===== src/shared/cwd_defines.vh =====
// constants for the configuration word decode and protection block
`ifndef CWD_DEFINES_VH
`define CWD_DEFINES_VH

// ==========================================================
// configuration space addresses
`define CWD_ADDR_W          16
`define CWD_WORD_W          14
`define CWD_ADDR_USER_ID0   16'h8000
`define CWD_ADDR_USER_ID3   16'h8003
`define CWD_ADDR_CFG_ONE    16'h8007
`define CWD_ADDR_CFG_TWO    16'h8008
`define CWD_ADDR_BOR_CTRL   16'h8010
`define CWD_ADDR_STATUS     16'h8011
`define CWD_PM_EXT_LAST     16'h7FFF

// ==========================================================
// erased word and reset values
`define CWD_WORD_ERASED     14'h3FFF
`define CWD_WORD_ZERO       14'h0000
`define CWD_USER_ID_RESET   14'h3FFF

// ==========================================================
// field positions of the first word
`define CWD_OSC_LSB         0
`define CWD_OSC_MSB         2
`define CWD_PWRT_BIT        5
`define CWD_PROG_PROT_BIT   7
`define CWD_EE_PROT_BIT     8
`define CWD_BOR_LSB         9
`define CWD_BOR_MSB         10

// field positions of the second word
`define CWD_WRT_LSB         0
`define CWD_WRT_MSB         1
`define CWD_STACK_RST_BIT   9

// bits of the status and brown-out control registers
`define CWD_BORCTL_SW_BIT   0
`define CWD_ST_BOR_BIT      0
`define CWD_ST_PWRT_BIT     1
`define CWD_ST_STACK_BIT    2
`define CWD_ST_LOADED_BIT   3
`define CWD_ST_CLKIO_BIT    4

// ==========================================================
// oscillator select codes
`define CWD_OSC_EXT_HIGH    3'h7
`define CWD_OSC_EXT_MID     3'h6
`define CWD_OSC_EXT_LOW     3'h5
`define CWD_OSC_INTERNAL    3'h4
`define CWD_OSC_RC          3'h3
`define CWD_OSC_XTAL_HIGH   3'h2
`define CWD_OSC_XTAL_MID    3'h1
`define CWD_OSC_XTAL_LOW    3'h0

// brown-out mode codes
`define CWD_BOR_ON          2'h3
`define CWD_BOR_RUN_ONLY    2'h2
`define CWD_BOR_SOFTWARE    2'h1
`define CWD_BOR_OFF         2'h0

// self-write guard codes and protected block ends
`define CWD_WRT_OFF         2'h3
`define CWD_WRT_SMALL       2'h2
`define CWD_WRT_MID         2'h1
`define CWD_WRT_ALL         2'h0
`define CWD_WRT_END_1FF     16'h01FF
`define CWD_WRT_END_3FF     16'h03FF
`define CWD_WRT_END_7FF     16'h07FF
`define CWD_WRT_END_FFF     16'h0FFF
`define CWD_PM_LARGE        1'b0

// ==========================================================
// timing: settle cycles after reset before the words are taken
`define CWD_LOAD_CYC        2'h3

`endif


===== src/hdl/cwd_sync2.v =====
// two-stage synchroniser for a bus of pin levels
`timescale 1ns/1ps
module cwd_sync2 #(
  parameter WIDTH = 14
) (
  clock,
  arst_n,
  din,
  dout
);
  input  wire             clock;
  input  wire             arst_n;
  input  wire [WIDTH-1:0] din;
  output reg  [WIDTH-1:0] dout;

  reg [WIDTH-1:0] meta_r;

  // erased state is all ones, so the chain resets high as well
  always @(posedge clock or negedge arst_n) begin
    if (!arst_n) begin
      meta_r <= {WIDTH{1'b1}};
      dout   <= {WIDTH{1'b1}};
    end else begin
      meta_r <= din;
      dout   <= meta_r;
    end
  end
endmodule // cwd_sync2


===== src/hdl/cwd_config.v =====
// configuration word decode, code protection gate and user id words
`timescale 1ns/1ps
`include "cwd_defines.vh"

module cwd_config (
  clock,
  arst_n,
  cfg_one_pin,
  cfg_two_pin,
  reg_addr,
  reg_wdata,
  reg_wr,
  reg_rd,
  reg_rdata,
  sleep_mode,
  stack_overflow,
  stack_underflow,
  cpu_pm_wr,
  cpu_pm_addr,
  ext_rd,
  ext_wr,
  ext_space_ee,
  ext_addr,
  ext_wdata,
  ext_mem_rdata,
  ext_rdata,
  ext_pm_wr_go,
  ext_ee_wr_go,
  cpu_pm_wr_go,
  pm_bulk_erase,
  ee_bulk_erase,
  osc_select,
  clock_input_pin_io,
  brownout_active,
  powerup_timer_on,
  stack_fault_reset,
  cfg_loaded
);
  input  wire                     clock;
  input  wire                     arst_n;
  input  wire [`CWD_WORD_W-1:0]   cfg_one_pin;
  input  wire [`CWD_WORD_W-1:0]   cfg_two_pin;
  input  wire [`CWD_ADDR_W-1:0]   reg_addr;
  input  wire [`CWD_WORD_W-1:0]   reg_wdata;
  input  wire                     reg_wr;
  input  wire                     reg_rd;
  output reg  [`CWD_WORD_W-1:0]   reg_rdata;
  input  wire                     sleep_mode;
  input  wire                     stack_overflow;
  input  wire                     stack_underflow;
  input  wire                     cpu_pm_wr;
  input  wire [`CWD_ADDR_W-1:0]   cpu_pm_addr;
  input  wire                     ext_rd;
  input  wire                     ext_wr;
  input  wire                     ext_space_ee;
  input  wire [`CWD_ADDR_W-1:0]   ext_addr;
  input  wire [`CWD_WORD_W-1:0]   ext_wdata;
  input  wire [`CWD_WORD_W-1:0]   ext_mem_rdata;
  output reg  [`CWD_WORD_W-1:0]   ext_rdata;
  output reg                      ext_pm_wr_go;
  output reg                      ext_ee_wr_go;
  output reg                      cpu_pm_wr_go;
  output reg                      pm_bulk_erase;
  output reg                      ee_bulk_erase;
  output reg  [2:0]               osc_select;
  output reg                      clock_input_pin_io;
  output reg                      brownout_active;
  output reg                      powerup_timer_on;
  output reg                      stack_fault_reset;
  output reg                      cfg_loaded;

  // ==========================================================
  // helper functions
  function is_user_id;
    input [`CWD_ADDR_W-1:0] a;
    begin
      is_user_id = (a >= `CWD_ADDR_USER_ID0) && (a <= `CWD_ADDR_USER_ID3);
    end
  endfunction

  // last address of the self-write protected block; all ones means none
  function [`CWD_ADDR_W-1:0] guard_end;
    input [1:0] code;
    begin
      case (code)
        `CWD_WRT_SMALL: guard_end = `CWD_WRT_END_1FF;
        `CWD_WRT_MID:   guard_end = `CWD_PM_LARGE ? `CWD_WRT_END_7FF : `CWD_WRT_END_3FF;
        `CWD_WRT_ALL:   guard_end = `CWD_PM_LARGE ? `CWD_WRT_END_FFF : `CWD_WRT_END_7FF;
        default:        guard_end = {`CWD_ADDR_W{1'b1}};
      endcase
    end
  endfunction

  // ==========================================================
  // configuration word capture
  wire [`CWD_WORD_W-1:0] one_sync;
  wire [`CWD_WORD_W-1:0] two_sync;

  cwd_sync2 #(.WIDTH(`CWD_WORD_W)) u_sync_one (
    .clock  (clock),
    .arst_n (arst_n),
    .din    (cfg_one_pin),
    .dout   (one_sync)
  );

  cwd_sync2 #(.WIDTH(`CWD_WORD_W)) u_sync_two (
    .clock  (clock),
    .arst_n (arst_n),
    .din    (cfg_two_pin),
    .dout   (two_sync)
  );

  reg [`CWD_WORD_W-1:0] cfg_one_r;
  reg [`CWD_WORD_W-1:0] cfg_two_r;
  reg [1:0]             load_cnt_r;
  reg                   loaded_r;

  // words are taken once after reset and then held; the settle count
  // lets the synchroniser flush out its reset value first
  always @(posedge clock or negedge arst_n) begin
    if (!arst_n) begin
      cfg_one_r  <= `CWD_WORD_ERASED;
      cfg_two_r  <= `CWD_WORD_ERASED;
      load_cnt_r <= 2'h0;
      loaded_r   <= 1'b0;
    end else if (!loaded_r) begin
      if (load_cnt_r == `CWD_LOAD_CYC) begin
        cfg_one_r <= one_sync;
        cfg_two_r <= two_sync;
        loaded_r  <= 1'b1;
      end else begin
        load_cnt_r <= load_cnt_r + 2'h1;
      end
    end
  end

  // ==========================================================
  // field decode
  wire [2:0] osc_f      = cfg_one_r[`CWD_OSC_MSB:`CWD_OSC_LSB];
  wire [1:0] bor_f      = cfg_one_r[`CWD_BOR_MSB:`CWD_BOR_LSB];
  wire       pwrt_n_f   = cfg_one_r[`CWD_PWRT_BIT];
  wire       pm_prot_n  = cfg_one_r[`CWD_PROG_PROT_BIT];
  wire       ee_prot_n  = cfg_one_r[`CWD_EE_PROT_BIT];
  wire [1:0] wrt_f      = cfg_two_r[`CWD_WRT_MSB:`CWD_WRT_LSB];
  wire       stack_en_f = cfg_two_r[`CWD_STACK_RST_BIT];

  reg  sw_bor_en_r;
  reg  bor_nxt;
  reg  clk_io_nxt;

  always @* begin
    case (bor_f)
      `CWD_BOR_ON:       bor_nxt = 1'b1;
      `CWD_BOR_RUN_ONLY: bor_nxt = !sleep_mode;
      `CWD_BOR_SOFTWARE: bor_nxt = sw_bor_en_r;
      default:           bor_nxt = 1'b0;
    endcase
  end

  // only the internal oscillator leaves the clock input pin free
  always @* begin
    case (osc_f)
      `CWD_OSC_EXT_HIGH:  clk_io_nxt = 1'b0;
      `CWD_OSC_EXT_MID:   clk_io_nxt = 1'b0;
      `CWD_OSC_EXT_LOW:   clk_io_nxt = 1'b0;
      `CWD_OSC_INTERNAL:  clk_io_nxt = 1'b1;
      `CWD_OSC_RC:        clk_io_nxt = 1'b0;
      `CWD_OSC_XTAL_HIGH: clk_io_nxt = 1'b0;
      `CWD_OSC_XTAL_MID:  clk_io_nxt = 1'b0;
      default:            clk_io_nxt = 1'b0;
    endcase
  end

  always @(posedge clock or negedge arst_n) begin
    if (!arst_n) begin
      osc_select         <= `CWD_OSC_EXT_HIGH;
      clock_input_pin_io <= 1'b0;
      brownout_active    <= 1'b1;
      powerup_timer_on   <= 1'b0;
      stack_fault_reset  <= 1'b0;
      cfg_loaded         <= 1'b0;
    end else begin
      osc_select         <= osc_f;
      clock_input_pin_io <= clk_io_nxt;
      brownout_active    <= bor_nxt;
      // the timer follows its own bit only, never the brown-out mode
      powerup_timer_on   <= !pwrt_n_f;
      stack_fault_reset  <= stack_en_f && (stack_overflow || stack_underflow);
      cfg_loaded         <= loaded_r;
    end
  end

  // ==========================================================
  // cpu side self-write check; cpu reads never pass through here
  wire [`CWD_ADDR_W-1:0] wrt_end = guard_end(wrt_f);
  wire cpu_wr_ok = (wrt_f == `CWD_WRT_OFF) || (cpu_pm_addr > wrt_end);

  always @(posedge clock or negedge arst_n) begin
    if (!arst_n) begin
      cpu_pm_wr_go <= 1'b0;
    end else begin
      cpu_pm_wr_go <= cpu_pm_wr && cpu_wr_ok;
    end
  end

  // ==========================================================
  // external programming port gate
  wire ext_cfg_space = ext_addr > `CWD_PM_EXT_LAST;
  wire ext_pm_hit    = !ext_space_ee && !ext_cfg_space;
  wire ext_ee_hit    = ext_space_ee;
  // the eeprom never enters this gate from the cpu side at all
  wire ext_pm_ok     = pm_prot_n;
  wire ext_ee_ok     = ee_prot_n;
  wire ext_one_wr    = ext_wr && !ext_space_ee && (ext_addr == `CWD_ADDR_CFG_ONE);

  always @(posedge clock or negedge arst_n) begin
    if (!arst_n) begin
      ext_rdata     <= `CWD_WORD_ZERO;
      ext_pm_wr_go  <= 1'b0;
      ext_ee_wr_go  <= 1'b0;
      pm_bulk_erase <= 1'b0;
      ee_bulk_erase <= 1'b0;
    end else begin
      if (ext_rd) begin
        if (ext_pm_hit && !ext_pm_ok)
          ext_rdata <= `CWD_WORD_ZERO;
        else if (ext_ee_hit && !ext_ee_ok)
          ext_rdata <= `CWD_WORD_ZERO;
        else
          ext_rdata <= ext_mem_rdata;
      end
      ext_pm_wr_go  <= ext_wr && ext_pm_hit && ext_pm_ok;
      ext_ee_wr_go  <= ext_wr && ext_ee_hit && ext_ee_ok;
      // lifting a protection wipes what it guarded, so secrets never leak
      pm_bulk_erase <= ext_one_wr && !pm_prot_n &&
                       ext_wdata[`CWD_PROG_PROT_BIT];
      ee_bulk_erase <= ext_one_wr && !ee_prot_n &&
                       ext_wdata[`CWD_EE_PROT_BIT];
    end
  end

  // ==========================================================
  // software registers and user id words
  reg [`CWD_WORD_W-1:0] user_id_r [0:3];
  reg [`CWD_WORD_W-1:0] rd_nxt;
  wire [1:0]            uid_sel = reg_addr[1:0];

  genvar gi;
  generate
    for (gi = 0; gi < 4; gi = gi + 1) begin : g_uid
      always @(posedge clock or negedge arst_n) begin
        if (!arst_n) begin
          user_id_r[gi] <= `CWD_USER_ID_RESET;
        end else if (reg_wr && is_user_id(reg_addr) && (uid_sel == gi)) begin
          user_id_r[gi] <= reg_wdata;
        end
      end
    end
  endgenerate

  always @(posedge clock or negedge arst_n) begin
    if (!arst_n) begin
      sw_bor_en_r <= 1'b0;
    end else if (reg_wr && (reg_addr == `CWD_ADDR_BOR_CTRL)) begin
      sw_bor_en_r <= reg_wdata[`CWD_BORCTL_SW_BIT];
    end
  end

  always @* begin
    rd_nxt = `CWD_WORD_ZERO;
    if (is_user_id(reg_addr)) begin
      rd_nxt = user_id_r[uid_sel];
    end else begin
      case (reg_addr)
        `CWD_ADDR_CFG_ONE:  rd_nxt = cfg_one_r;
        `CWD_ADDR_CFG_TWO:  rd_nxt = cfg_two_r;
        `CWD_ADDR_BOR_CTRL: rd_nxt[`CWD_BORCTL_SW_BIT] = sw_bor_en_r;
        `CWD_ADDR_STATUS: begin
          rd_nxt[`CWD_ST_BOR_BIT]    = brownout_active;
          rd_nxt[`CWD_ST_PWRT_BIT]   = powerup_timer_on;
          rd_nxt[`CWD_ST_STACK_BIT]  = stack_en_f;
          rd_nxt[`CWD_ST_LOADED_BIT] = loaded_r;
          rd_nxt[`CWD_ST_CLKIO_BIT]  = clock_input_pin_io;
        end
        default:            rd_nxt = `CWD_WORD_ZERO;
      endcase
    end
  end

  // read data stands only in the cycle after the strobe
  always @(posedge clock or negedge arst_n) begin
    if (!arst_n) begin
      reg_rdata <= `CWD_WORD_ZERO;
    end else if (reg_rd) begin
      reg_rdata <= rd_nxt;
    end else begin
      reg_rdata <= `CWD_WORD_ZERO;
    end
  end
endmodule // cwd_config


===== config.mk =====
export PLATFORM = sky130hd
export DESIGN_NAME = cwd_config
export DESIGN_NICKNAME = d
export VERILOG_FILES = /design/src/hdl/cwd_sync2.v /design/src/hdl/cwd_config.v
export VERILOG_INCLUDE_DIRS = /design/src /design/src/shared
export SDC_FILE = /design/constraint.sdc
export NUM_CORES = 1
export LEC_CHECK = 0
export CORE_ASPECT_RATIO = 0.6
export CORE_MARGIN = 4
export CORE_UTILIZATION = 60
export CTS_CLUSTER_DIAMETER = 200
export DETAILED_ROUTE_END_ITERATION = 6
export DONT_BUFFER_PORTS = 1
export GPL_TIMING_DRIVEN = 0
export PLACE_DENSITY = 0.75
export SYNTH_ARGS = -nofsm -noshare
export SYNTH_HDL_FRONTEND = slang
export SYNTH_HIERARCHICAL = 1
export SYNTH_SLANG_ARGS = --single-unit

===== constraint.sdc =====
create_clock -name clock -period 2.18 [get_ports clock]
set_input_delay 0.109 -clock clock [delete_from_list [all_inputs] [get_ports clock]]
set_output_delay 0.109 -clock clock [all_outputs]
set_load 0.05 [all_outputs]

==> run_results.csv, run 1 <==
group,metric,value,unit
outcome,status,"finished with violations",
outcome,violations,"negative hold slack",
global_route,grt_pass1_vias,4680,
routing,wl,16200,um
layout,fillers,666,
sta,min_period_over_period,91.9,%
power_and_ir_drop,power.leakage,3.63,nW
layout,nets,723,
global_route,grt_max_degree,186,
setup_path,crit_start,"cfg_two_r[0]",
routing,wl_met1,7100,um
routing,viasPerCell,5.81,
routing,drc_errors,0,
clock_network,clockRootBuffer,"clkbuf_16",
logic_synthesis,ys_types,46,
clock_network,post-cts-setup-buffers,0,
logic_synthesis,synth.area.mux_share,16.7,%
logic_synthesis,synth-edff-count,0,
clock_network,h-tree-depth,4,
clock_network,clk_latency,0.42,ns
layout,final_area,0.00883,mm2
sta,setup_viol,0,
power_and_ir_drop,pwr_density_cell,821,mW/mm2
sta,slew_viol_final,0,
routing,vias,4403,
setup_path,slowest_delay,0.55,ns
logic_synthesis,ys_seq_elements,185,
floorplan,die_area,0.0140,mm2
setup_path,worstPathArrival,2.29,ns
global_route,grt.overflow.total,0,
sta,max_freq,0.499,GHz
sta,clock_skew,0.00788,ns
sta,rsz0062_at_grt,"false",
setup_path,cp_cell_sequence,"inv_1 > ha_1 > inv_1 > ha_1 > a21o_1 > a21oi_1 > o221a_2 > o21ai_0",
layout,regArea,0.00481,mm2
routing,ant_nets,0,
flow_run,maxCapViolations,0,
sta,slew_headroom,32.0,%
layout,mostFrequentLayoutCell,"dfstp_2",
layout,drive_gt1_share,43.6,%
layout,final_cell_mix,"144 x dfstp_2, 72 x dlygate4sd3_1, 49 x mux2_2, 41 x o21ai_0, 41 x dfrtp_1",
routing,dr.max_layer_used,"met4",
clock_network,cts.sinks,185,
routing,wl_met2,7820,um
power_and_ir_drop,ir_drop,0.568,mV
min_path,hold_path.class,"in2async",
floorplan,initial_core_util,63.0,%
clock_network,cts_hold_buf,72,
routing,dr_wl_met3,1080,um
routing,drt_iter0_markers,268,
sta,min_period,2.00,ns
sta,final-hold-violation-count,185,
floorplan,fp.dieW,150,um
floorplan,core_area,0.0116,mm2
place,dpl-instance-area,0.00749,mm2
sta,whs,-0.623,ns
place,hpwlAfterDp,10900,um
logic_synthesis,synth_area,0.00729,mm2
setup_path,crit_path_top_delay_cell,"dfstp_2",
logic_synthesis,synth_cells,492,
layout,multi_input_area,0.00226,mm2
clock_network,cts_inserted_buffers,17,
floorplan,pin_count,170,
global_route,grt_use_total,24.3,%
logic_synthesis,synth-xor-area-share,0.120,%
global_route,antenna_found_initial,2,
setup_path,startpoint_type,"register",
setup_path,worstSetupPathType,"reg2reg",
clock_network,cts_tree,"done",
routing,firstDrtPassIters,4,
floorplan,die_y,93.4,um
logic_synthesis,ys.flop_type,"dfstp_2",
floorplan,rows,30,
logic_synthesis,ys_seq_area_share,66.0,%
global_route,grt_pass1_wl,25400,um
logic_synthesis,ys_warn_count,6,
routing,routedWlPerCell,21.3,um
logic_synthesis,synth_compound_area_share,5.24,%
logic_synthesis,async_reset_ff_share,100,%
sta,tightestPinTransition,1.01,ns
logic_synthesis,synth_adder_area_share,1.89,%
logic_synthesis,synth_top_family_by_area,"multiplexers",
setup_path,required,2.47,ns
setup_path,r2r_start,"cfg_two_r[0]",
clock_network,clockBufferDepth,2,
place,port_buffers,0,
layout,post-route-util,76.4,%
logic_synthesis,synthSimpleGateAreaFrac,7.04,%
setup_path,critPathCaptureType,"register",
logic_synthesis,syn_area_per_cell,14.8,um2
clock_network,path_clk_slew,0.07,ns
setup_path,cp_max_fo,3,
layout,syn_to_final_growth,21.2,%
logic_synthesis,syn-num-nets,632,
place,gp_congestion,0.866,
==> kinds of logic after synthesis <==
kind of cell | Yosys count
muxes | 94
DFF | 185
AOI/OAI and AO/OA | 65
xor gates and xnor gates | 1
and+or+nand+nor | 88
adders and majority gates | 11
buffers and inverters | 48
==> path summary, 6_finish.rpt <==
check                           slack [ns]  depth (start not counted)            endpoint
worst min-delay path                 -0.62                          0          cfg_loaded
max in group asynchronous             2.48                          0       user_id_r[22]
worst min register to register        0.35                          0  u_sync_one/dout[5]
worst max-delay path                  0.18                          8        cpu_pm_wr_go
worst max register to register        0.18                          8        cpu_pm_wr_go
min in group clock                    0.01                          3        reg_rdata[0]
==> through the flow <==
step                      worst slack (ns)  hold WS (ns)  std cells  TNS (ns)  power (mW)
after floorplan                      0.205        -0.187        492         0        3.97
after global placement              -0.181        -0.182        652     -1.47        4.02
after detailed placement            -0.177        -0.182        652     -2.71        4.04
after CTS                           0.0140        -0.637        756         0        7.29
after global routing                0.0383        -0.653        758         0        7.50
final                                0.178        -0.623        758         0        7.25
==> cell usage after synthesis (all sizes together) (7+ instances only) <==
cell type,instances,area share [%]
a31oi,9,0.77
buf,14,1.3
clkbuf,10,0.52
dfrtp,41,14
dfstp,144,52
ha,11,1.9
inv,24,1.2
mux2,79,12
mux4,14,4.3
nand2,32,1.6
nand3,11,0.82
nor2,8,0.41
nor4,7,0.98
o21ai,41,2.8
==> layout make-up <==
cell class / instances / share of cell area, %
diodes: 2 / 0.0567
plain buffers: 24 / 1.50
clock buffers: 21 / 5.58
clock inverters: 11 / 1.36
inverters: 24 / 1.02
multi-input cells: 259 / 25.6
flip-flops and latches: 185 / 54.5
well taps: 160 / 2.27
repair buffers: 72 / 8.16
==> per-layer routing <==
metal	global-route usage [%]	up-vias
met3	7.12	19
met5	0	-
met2	38.8	155
met4	6.85	0
li1	-	1946
met1	32.9	2283
==> state kept, by name (all words and copies together) (netlist names), 2 cells and up <==
name               count
u_sync_one/dout       14
ext_rdata             14
cfg_one_r             14
user_id_r             56
load_cnt_r             2
u_sync_two/meta_r     14
osc_select             3
u_sync_two/dout       14
cfg_two_r             14
reg_rdata             14
u_sync_one/meta_r     14
==> where the power goes <==
group          total (mW)  leakage [nW]  internal (mW)  switching [mW]
clock network        3.14         0.301           1.78            1.35
logic               0.300          1.30          0.163           0.137
registers            3.81          2.03           3.62           0.192
==> repair_timing <==
item | CTS | global route
resized for setup | 0 | 4
endpoints found under the hold margin | 298 | 185
setup endpoints to repair | 0 | 15
==> worst max-delay path: cells and delay by family (launching register included) <==
kind | cells | cell delay, ns
AOI/OAI and AO/OA | 4 | 0.61
adders and majority gates | 2 | 0.57
DFF | 1 | 0.55
buffers and inverters | 2 | 0.12
Note: power is estimated with default switching activity, not from simulation.
==> run 2, diff against run 1 <==
--- a/config.mk
+++ b/config.mk
@@ -7,12 +7,13 @@
 export NUM_CORES = 1
 export LEC_CHECK = 0
 export CORE_ASPECT_RATIO = 0.6
-export CORE_MARGIN = 4
+export CORE_MARGIN = 8
 export CORE_UTILIZATION = 60
 export CTS_CLUSTER_DIAMETER = 200
 export DETAILED_ROUTE_END_ITERATION = 6
 export DONT_BUFFER_PORTS = 1
 export GPL_TIMING_DRIVEN = 0
+export MAX_ROUTING_LAYER = met4
 export PLACE_DENSITY = 0.75
 export SYNTH_ARGS = -nofsm -noshare
 export SYNTH_HDL_FRONTEND = slang
==> run_results.csv, run 2 (same netlist as run 1, synthesis figures left out) <==
group,metric,value,unit
power_and_ir_drop,power.leakage,3.65,nW
place,dpl-instance-area,0.00749,mm2
setup_path,worstSetupPathType,"reg2reg",
routing,ant_nets,0,
sta,clock_skew,0.0120,ns
clock_network,cts_tree,"done",
global_route,grt_pass1_vias,4850,
clock_network,clockBufferDepth,2,
floorplan,fp.dieW,158,um
setup_path,crit_start,"load_cnt_r[0]",
routing,routedWlPerCell,22.9,um
floorplan,pin_count,170,
clock_network,cts_inserted_buffers,17,
routing,firstDrtPassIters,4,
setup_path,r2r_start,"load_cnt_r[0]",
sta,slew_headroom,50.8,%
sta,max_freq,0.492,GHz
sta,tightestPinTransition,0.738,ns
sta,rsz0062_at_grt,"false",
layout,top_register,"user_id_r",
setup_path,r2r_setup_slack,0.15,ns
layout,final_area,0.00885,mm2
place,pre_cts_ws,-0.249,ns
clock_network,clk_latency,0.42,ns
layout,nets,725,
layout,post-route-util,74.1,%
layout,final_cell_mix,"144 x dfstp_2, 74 x dlygate4sd3_1, 49 x mux2_2, 41 x o21ai_0, 41 x dfrtp_1",
floorplan,rows,31,
routing,viasPerCell,5.90,
floorplan,die_area,0.0160,mm2
place,port_buffers,0,
sta,setup_viol,0,
setup_path,critPathCaptureType,"register",
clock_network,path_clk_slew,0.07,ns
clock_network,h-tree-depth,4,
place,gp_congestion,0.901,
routing,drc_errors,0,
global_route,grt_pass1_wl,27100,um
outcome,status,"finished with violations",
sta,min_period_over_period,93.3,%
sta,final-hold-violation-count,185,
layout,mostFrequentLayoutCell,"dfstp_2",
routing,vias,4517,
global_route,antenna_found_initial,2,
setup_path,r2r-end,"cfg_one_r[1]",
setup_path,required,2.52,ns
clock_network,clockRootBuffer,"clkbuf_16",
layout,syn_to_final_growth,21.4,%
flow_run,maxCapViolations,0,
min_path,hold_path.class,"in2async",
place,hpwlAfterDp,11800,um
sta,slew_viol_final,0,
floorplan,die_y,101,um
setup_path,startpoint_type,"register",
outcome,violations,"negative hold slack",
sta,min_period,2.03,ns
global_route,grt_use_total,23.4,%
global_route,grt_max_degree,186,
power_and_ir_drop,pwr_density_cell,806,mW/mm2
clock_network,post-cts-setup-buffers,0,
sta,finalWorstSetupSlack,0.146,ns
floorplan,core_area,0.0119,mm2
global_route,grt.overflow.total,0,
layout,drive_gt1_share,43.6,%
clock_network,cts_hold_buf,74,
layout,largest_reg_flops,56,
floorplan,initial_core_util,61.0,%
sta,whs,-0.612,ns
setup_path,cp_max_fo,10,
routing,drt_iter0_markers,275,
setup_path,rr_worst_depth,5,
setup_path,worstPathArrival,2.38,ns
power_and_ir_drop,ir_drop,0.507,mV
routing,wl,17600,um
clock_network,cts.sinks,185,
[run 2: cell count changes in the layout (fill, tap and decap cells not counted), sizes merged]
cell / change
dlygate4sd3: +2
clkinvlp: -1
clkinv: +6
clkbuf: -4
inv: -1
[run 2: how the worst max path moves through the flow]
| stage | end | slack (ns) | cells after the start |
|---|---|---|---|
| 5_1_grt | cfg_one_r[1] | 0.05 | 5 |
| 6_report | cfg_one_r[1] | 0.15 | 5 |
| 4_1_cts | reg_rdata[10] | 0.15 | 5 |
| 3_3_place_gp | reg_rdata[0] | -0.16 | 5 |
| 3_5_place_dp | reg_rdata[0] | -0.25 | 5 |
| 2_1_floorplan | user_id_r[14] | 0.21 | 7 |
[run 2: power breakdown]
part / internal [mW] / switching (mW)
clock network: 1.63 / 1.39
logic: 0.165 / 0.139
registers: 3.62 / 0.195
total: 5.41 / 1.72
[run 2: layout make-up]
type | instances | area [um2]
diodes | 2 | 5.00
multi-input cells | 259 | 2270
clock inverters | 15 | 164
inverters | 24 | 90.1
fillers | 729 | 3100
well taps | 165 | 206
flip-flops and latches | 185 | 4810
repair buffers | 74 | 741
plain buffers | 24 | 133
clock buffers | 17 | 425
[run 2: what timing repair did]
action	4_1_cts	5_1_grt
endpoints found under the setup margin	16	2
hold endpoints to repair	299	185
gates resized for setup	2	2
[run 2: metrics by stage]
stage	std cells	power (mW)	hold slack (ns)	setup TNS [ns]
4_1_cts	763	7.18	-0.638	0
2_1_floorplan	492	3.97	-0.187	0
6_report	765	7.13	-0.612	0
5_1_grt	765	7.36	-0.638	0
3_5_place_dp	657	4.04	-0.180	-4.44
3_3_place_gp	657	4.02	-0.181	-2.66
[run 2: per-layer routing]
| layer | GRT usage [%] | vias up | part of all wire, % |
|---|---|---|---|
| li1 | - | 1956 | - |
| met1 | 28.4 | 2343 | 40 |
| met2 | 38.8 | 194 | 50 |
| met3 | 5.58 | 24 | 7.9 |
| met4 | 6.85 | 0 | 1.5 |
| met5 | - | - | 0 |
[run 2: worst max-delay path, stage by stage (launching register included)]
cell and delay (ns):
dfrtp_1 0.37, ha_1 0.18, nor2b_1 0.14, clkbuf_1 0.44
clkbuf_2 0.43, mux2_2 0.39
==> run 3, diff against run 2 <==
--- a/config.mk
+++ b/config.mk
@@ -9,12 +9,14 @@
 export CORE_ASPECT_RATIO = 0.6
 export CORE_MARGIN = 8
 export CORE_UTILIZATION = 60
+export CTS_BUF_LIST = sky130_fd_sc_hd__clkbuf_16
 export CTS_CLUSTER_DIAMETER = 200
 export DETAILED_ROUTE_END_ITERATION = 6
 export DONT_BUFFER_PORTS = 1
 export GPL_TIMING_DRIVEN = 0
 export MAX_ROUTING_LAYER = met4
 export PLACE_DENSITY = 0.75
+export REMOVE_ABC_BUFFERS = 1
 export SYNTH_ARGS = -nofsm -noshare
 export SYNTH_HDL_FRONTEND = slang
 export SYNTH_HIERARCHICAL = 1
==> run_results.csv, run 3 (same netlist as run 1, synthesis figures left out) <==
group,metric,value,unit
outcome,status,"finished with violations",
outcome,violations,"negative hold slack",
layout,regArea,0.00481,mm2
layout,final_cell_mix,"144 x dfstp_2, 73 x dlygate4sd3_1, 49 x mux2_2, 41 x o21ai_0, 41 x dfrtp_1",
layout,mostFrequentLayoutCell,"dfstp_2",
clock_network,clockRootBuffer,"clkbuf_16",
clock_network,cts.sinks,185,
routing,viasPerCell,5.87,
layout,post-route-util,72.9,%
sta,clock_skew,0.00821,ns
global_route,grt.overflow.total,0,
sta,setup_viol,0,
routing,routedWlPerCell,22.4,um
setup_path,worstSetupPathType,"reg2reg",
routing,firstDrtPassIters,5,
clock_network,post-cts-setup-buffers,0,
flow_run,maxCapViolations,0,
layout,fillers,731,
power_and_ir_drop,pwr_density_cell,817,mW/mm2
routing,drc_errors,0,
floorplan,initial_core_util,61.0,%
clock_network,h-tree-depth,4,
sta,min_period,2.02,ns
clock_network,clk_latency,0.43,ns
place,gp_congestion,0.815,
setup_path,worstPathArrival,2.30,ns
routing,vias,4332,
sta,whs,-0.627,ns
global_route,antenna_found_initial,0,
routing,wl,16500,um
sta,fin_tns_setup,0,ns
power_and_ir_drop,power.leakage,3.56,nW
power_and_ir_drop,ir_drop,0.606,mV
sta,final-hold-violation-count,185,
sta,slew_viol_final,0,
sta,tightestPinTransition,1.18,ns
sta,rsz0062_at_grt,"false",
sta,slew_headroom,20.6,%
place,port_buffers,0,
clock_network,cts_hold_buf,73,
global_route,grt_use_total,22.2,%
floorplan,pin_count,170,
global_route,grt_pass1_vias,4818,
setup_path,cp_cell_sequence,"inv_1 > ha_1 > inv_1 > ha_1 > a21o_1 > a21oi_1 > o221a_2 > o21ai_0",
clock_network,cts_tree,"done",
min_path,hold_path.class,"in2async",
layout,drive_gt1_share,44.2,%
layout,largest_reg_flops,56,
setup_path,required,2.46,ns
place,hpwlAfterDp,10500,um
floorplan,fp.dieW,158,um
routing,ant_nets,0,
clock_network,clockBufferDepth,2,
layout,multi_input_area,0.00227,mm2
setup_path,crit_path_top_delay_cell,"dfstp_2",
layout,syn_to_final_growth,19.5,%
setup_path,critPathCaptureType,"register",
floorplan,die_area,0.0160,mm2
routing,drt_iter0_markers,228,
floorplan,die_y,101,um
setup_path,cp_max_fo,3,
layout,top_register,"user_id_r",
setup_path,slowest_delay,0.55,ns
sta,min_period_over_period,92.5,%
layout,insertedDiodeCount,0,
power_and_ir_drop,power,7.11,mW
global_route,grt_pass1_wl,26000,um
floorplan,rows,31,
clock_network,cts_inserted_buffers,17,
floorplan,core_area,0.0119,mm2
sta,max_freq,0.496,GHz
layout,nets,700,
global_route,grt_max_degree,186,
setup_path,startpoint_type,"register",
clock_network,path_clk_slew,0.07,ns
-- run 3: cell types whose count changed in the layout (fill, tap and decap cells not counted), moves of 3 or more --
cell | previous run | this run
buf_1 | 3 | 0
buf_4 | 3 | 0
clkinv_2 | 3 | 0
clkbuf_1 | 8 | 0
buf_6 | 3 | 0
buf_2 | 5 | 0
-- run 3: worst max-delay path, delay by kind of cell (launching register included) --
family          cells  cell delay (ns)
flops               1             0.55
compound gates      4             0.66
fa+ha+maj           2             0.56
buf+inv             2             0.12
-- run 3: worst paths after layout --
kind	slack (ns)	to	from	depth (start not counted)
setup / recovery	0.16	cpu_pm_wr_go	cfg_two_r[0]	8
hold / removal	-0.63	cfg_loaded	arst_n	0
setup reg to reg	0.16	cpu_pm_wr_go	cfg_two_r[0]	8
hold reg to reg	0.36	u_sync_one/dout[3]	u_sync_one/meta_r[3]	0
max in group asynchronous	2.45	user_id_r[28]	arst_n	0
min in group clock	0.01	reg_rdata[12]	reg_addr[2]	3
-- run 3: where the power goes --
group	switching, mW	internal (mW)
clock	1.42	1.60
combinational	0.119	0.161
sequential	0.193	3.62
total	1.73	5.38
-- run 3: area by class of cell --
class	count	area share, %
clock inverters	14	1.68
multi-input cells	259	26.1
inverters	24	1.03
repair buffers	73	8.39
well taps	165	2.37
clock buffers	18	5.17
flip-flops and latches	185	55.2
-- run 3: repair_timing --
action,CTS,global route
setup endpoints to repair,0,43
endpoints found under the hold margin,305,185
gates resized for setup,0,4
-- run 3: layer usage --
metal / vias to the layer above / track usage [%] / share of wire, %
met2: 163 / 36.9 / 50
met5: - / - / 0
met3: 15 / 6.60 / 9.0
met4: 0 / 6.49 / 0.98
met1: 2260 / 26.0 / 40
li1: 1894 / - / -
-- run 3: through the flow --
| stage | cells | hold WS, ns | setup WS [ns] | area (um2) |
|---|---|---|---|---|
| floorplan | 468 | -0.187 | -0.196 | 7160 |
| CTS | 738 | -0.636 | 0.0634 | 8700 |
| global route | 738 | -0.648 | 0.0378 | 8710 |
| global placement | 633 | -0.181 | -0.909 | 7360 |
| finish | 738 | -0.627 | 0.164 | 8710 |
| detailed placement | 633 | -0.181 | -0.380 | 7370 |
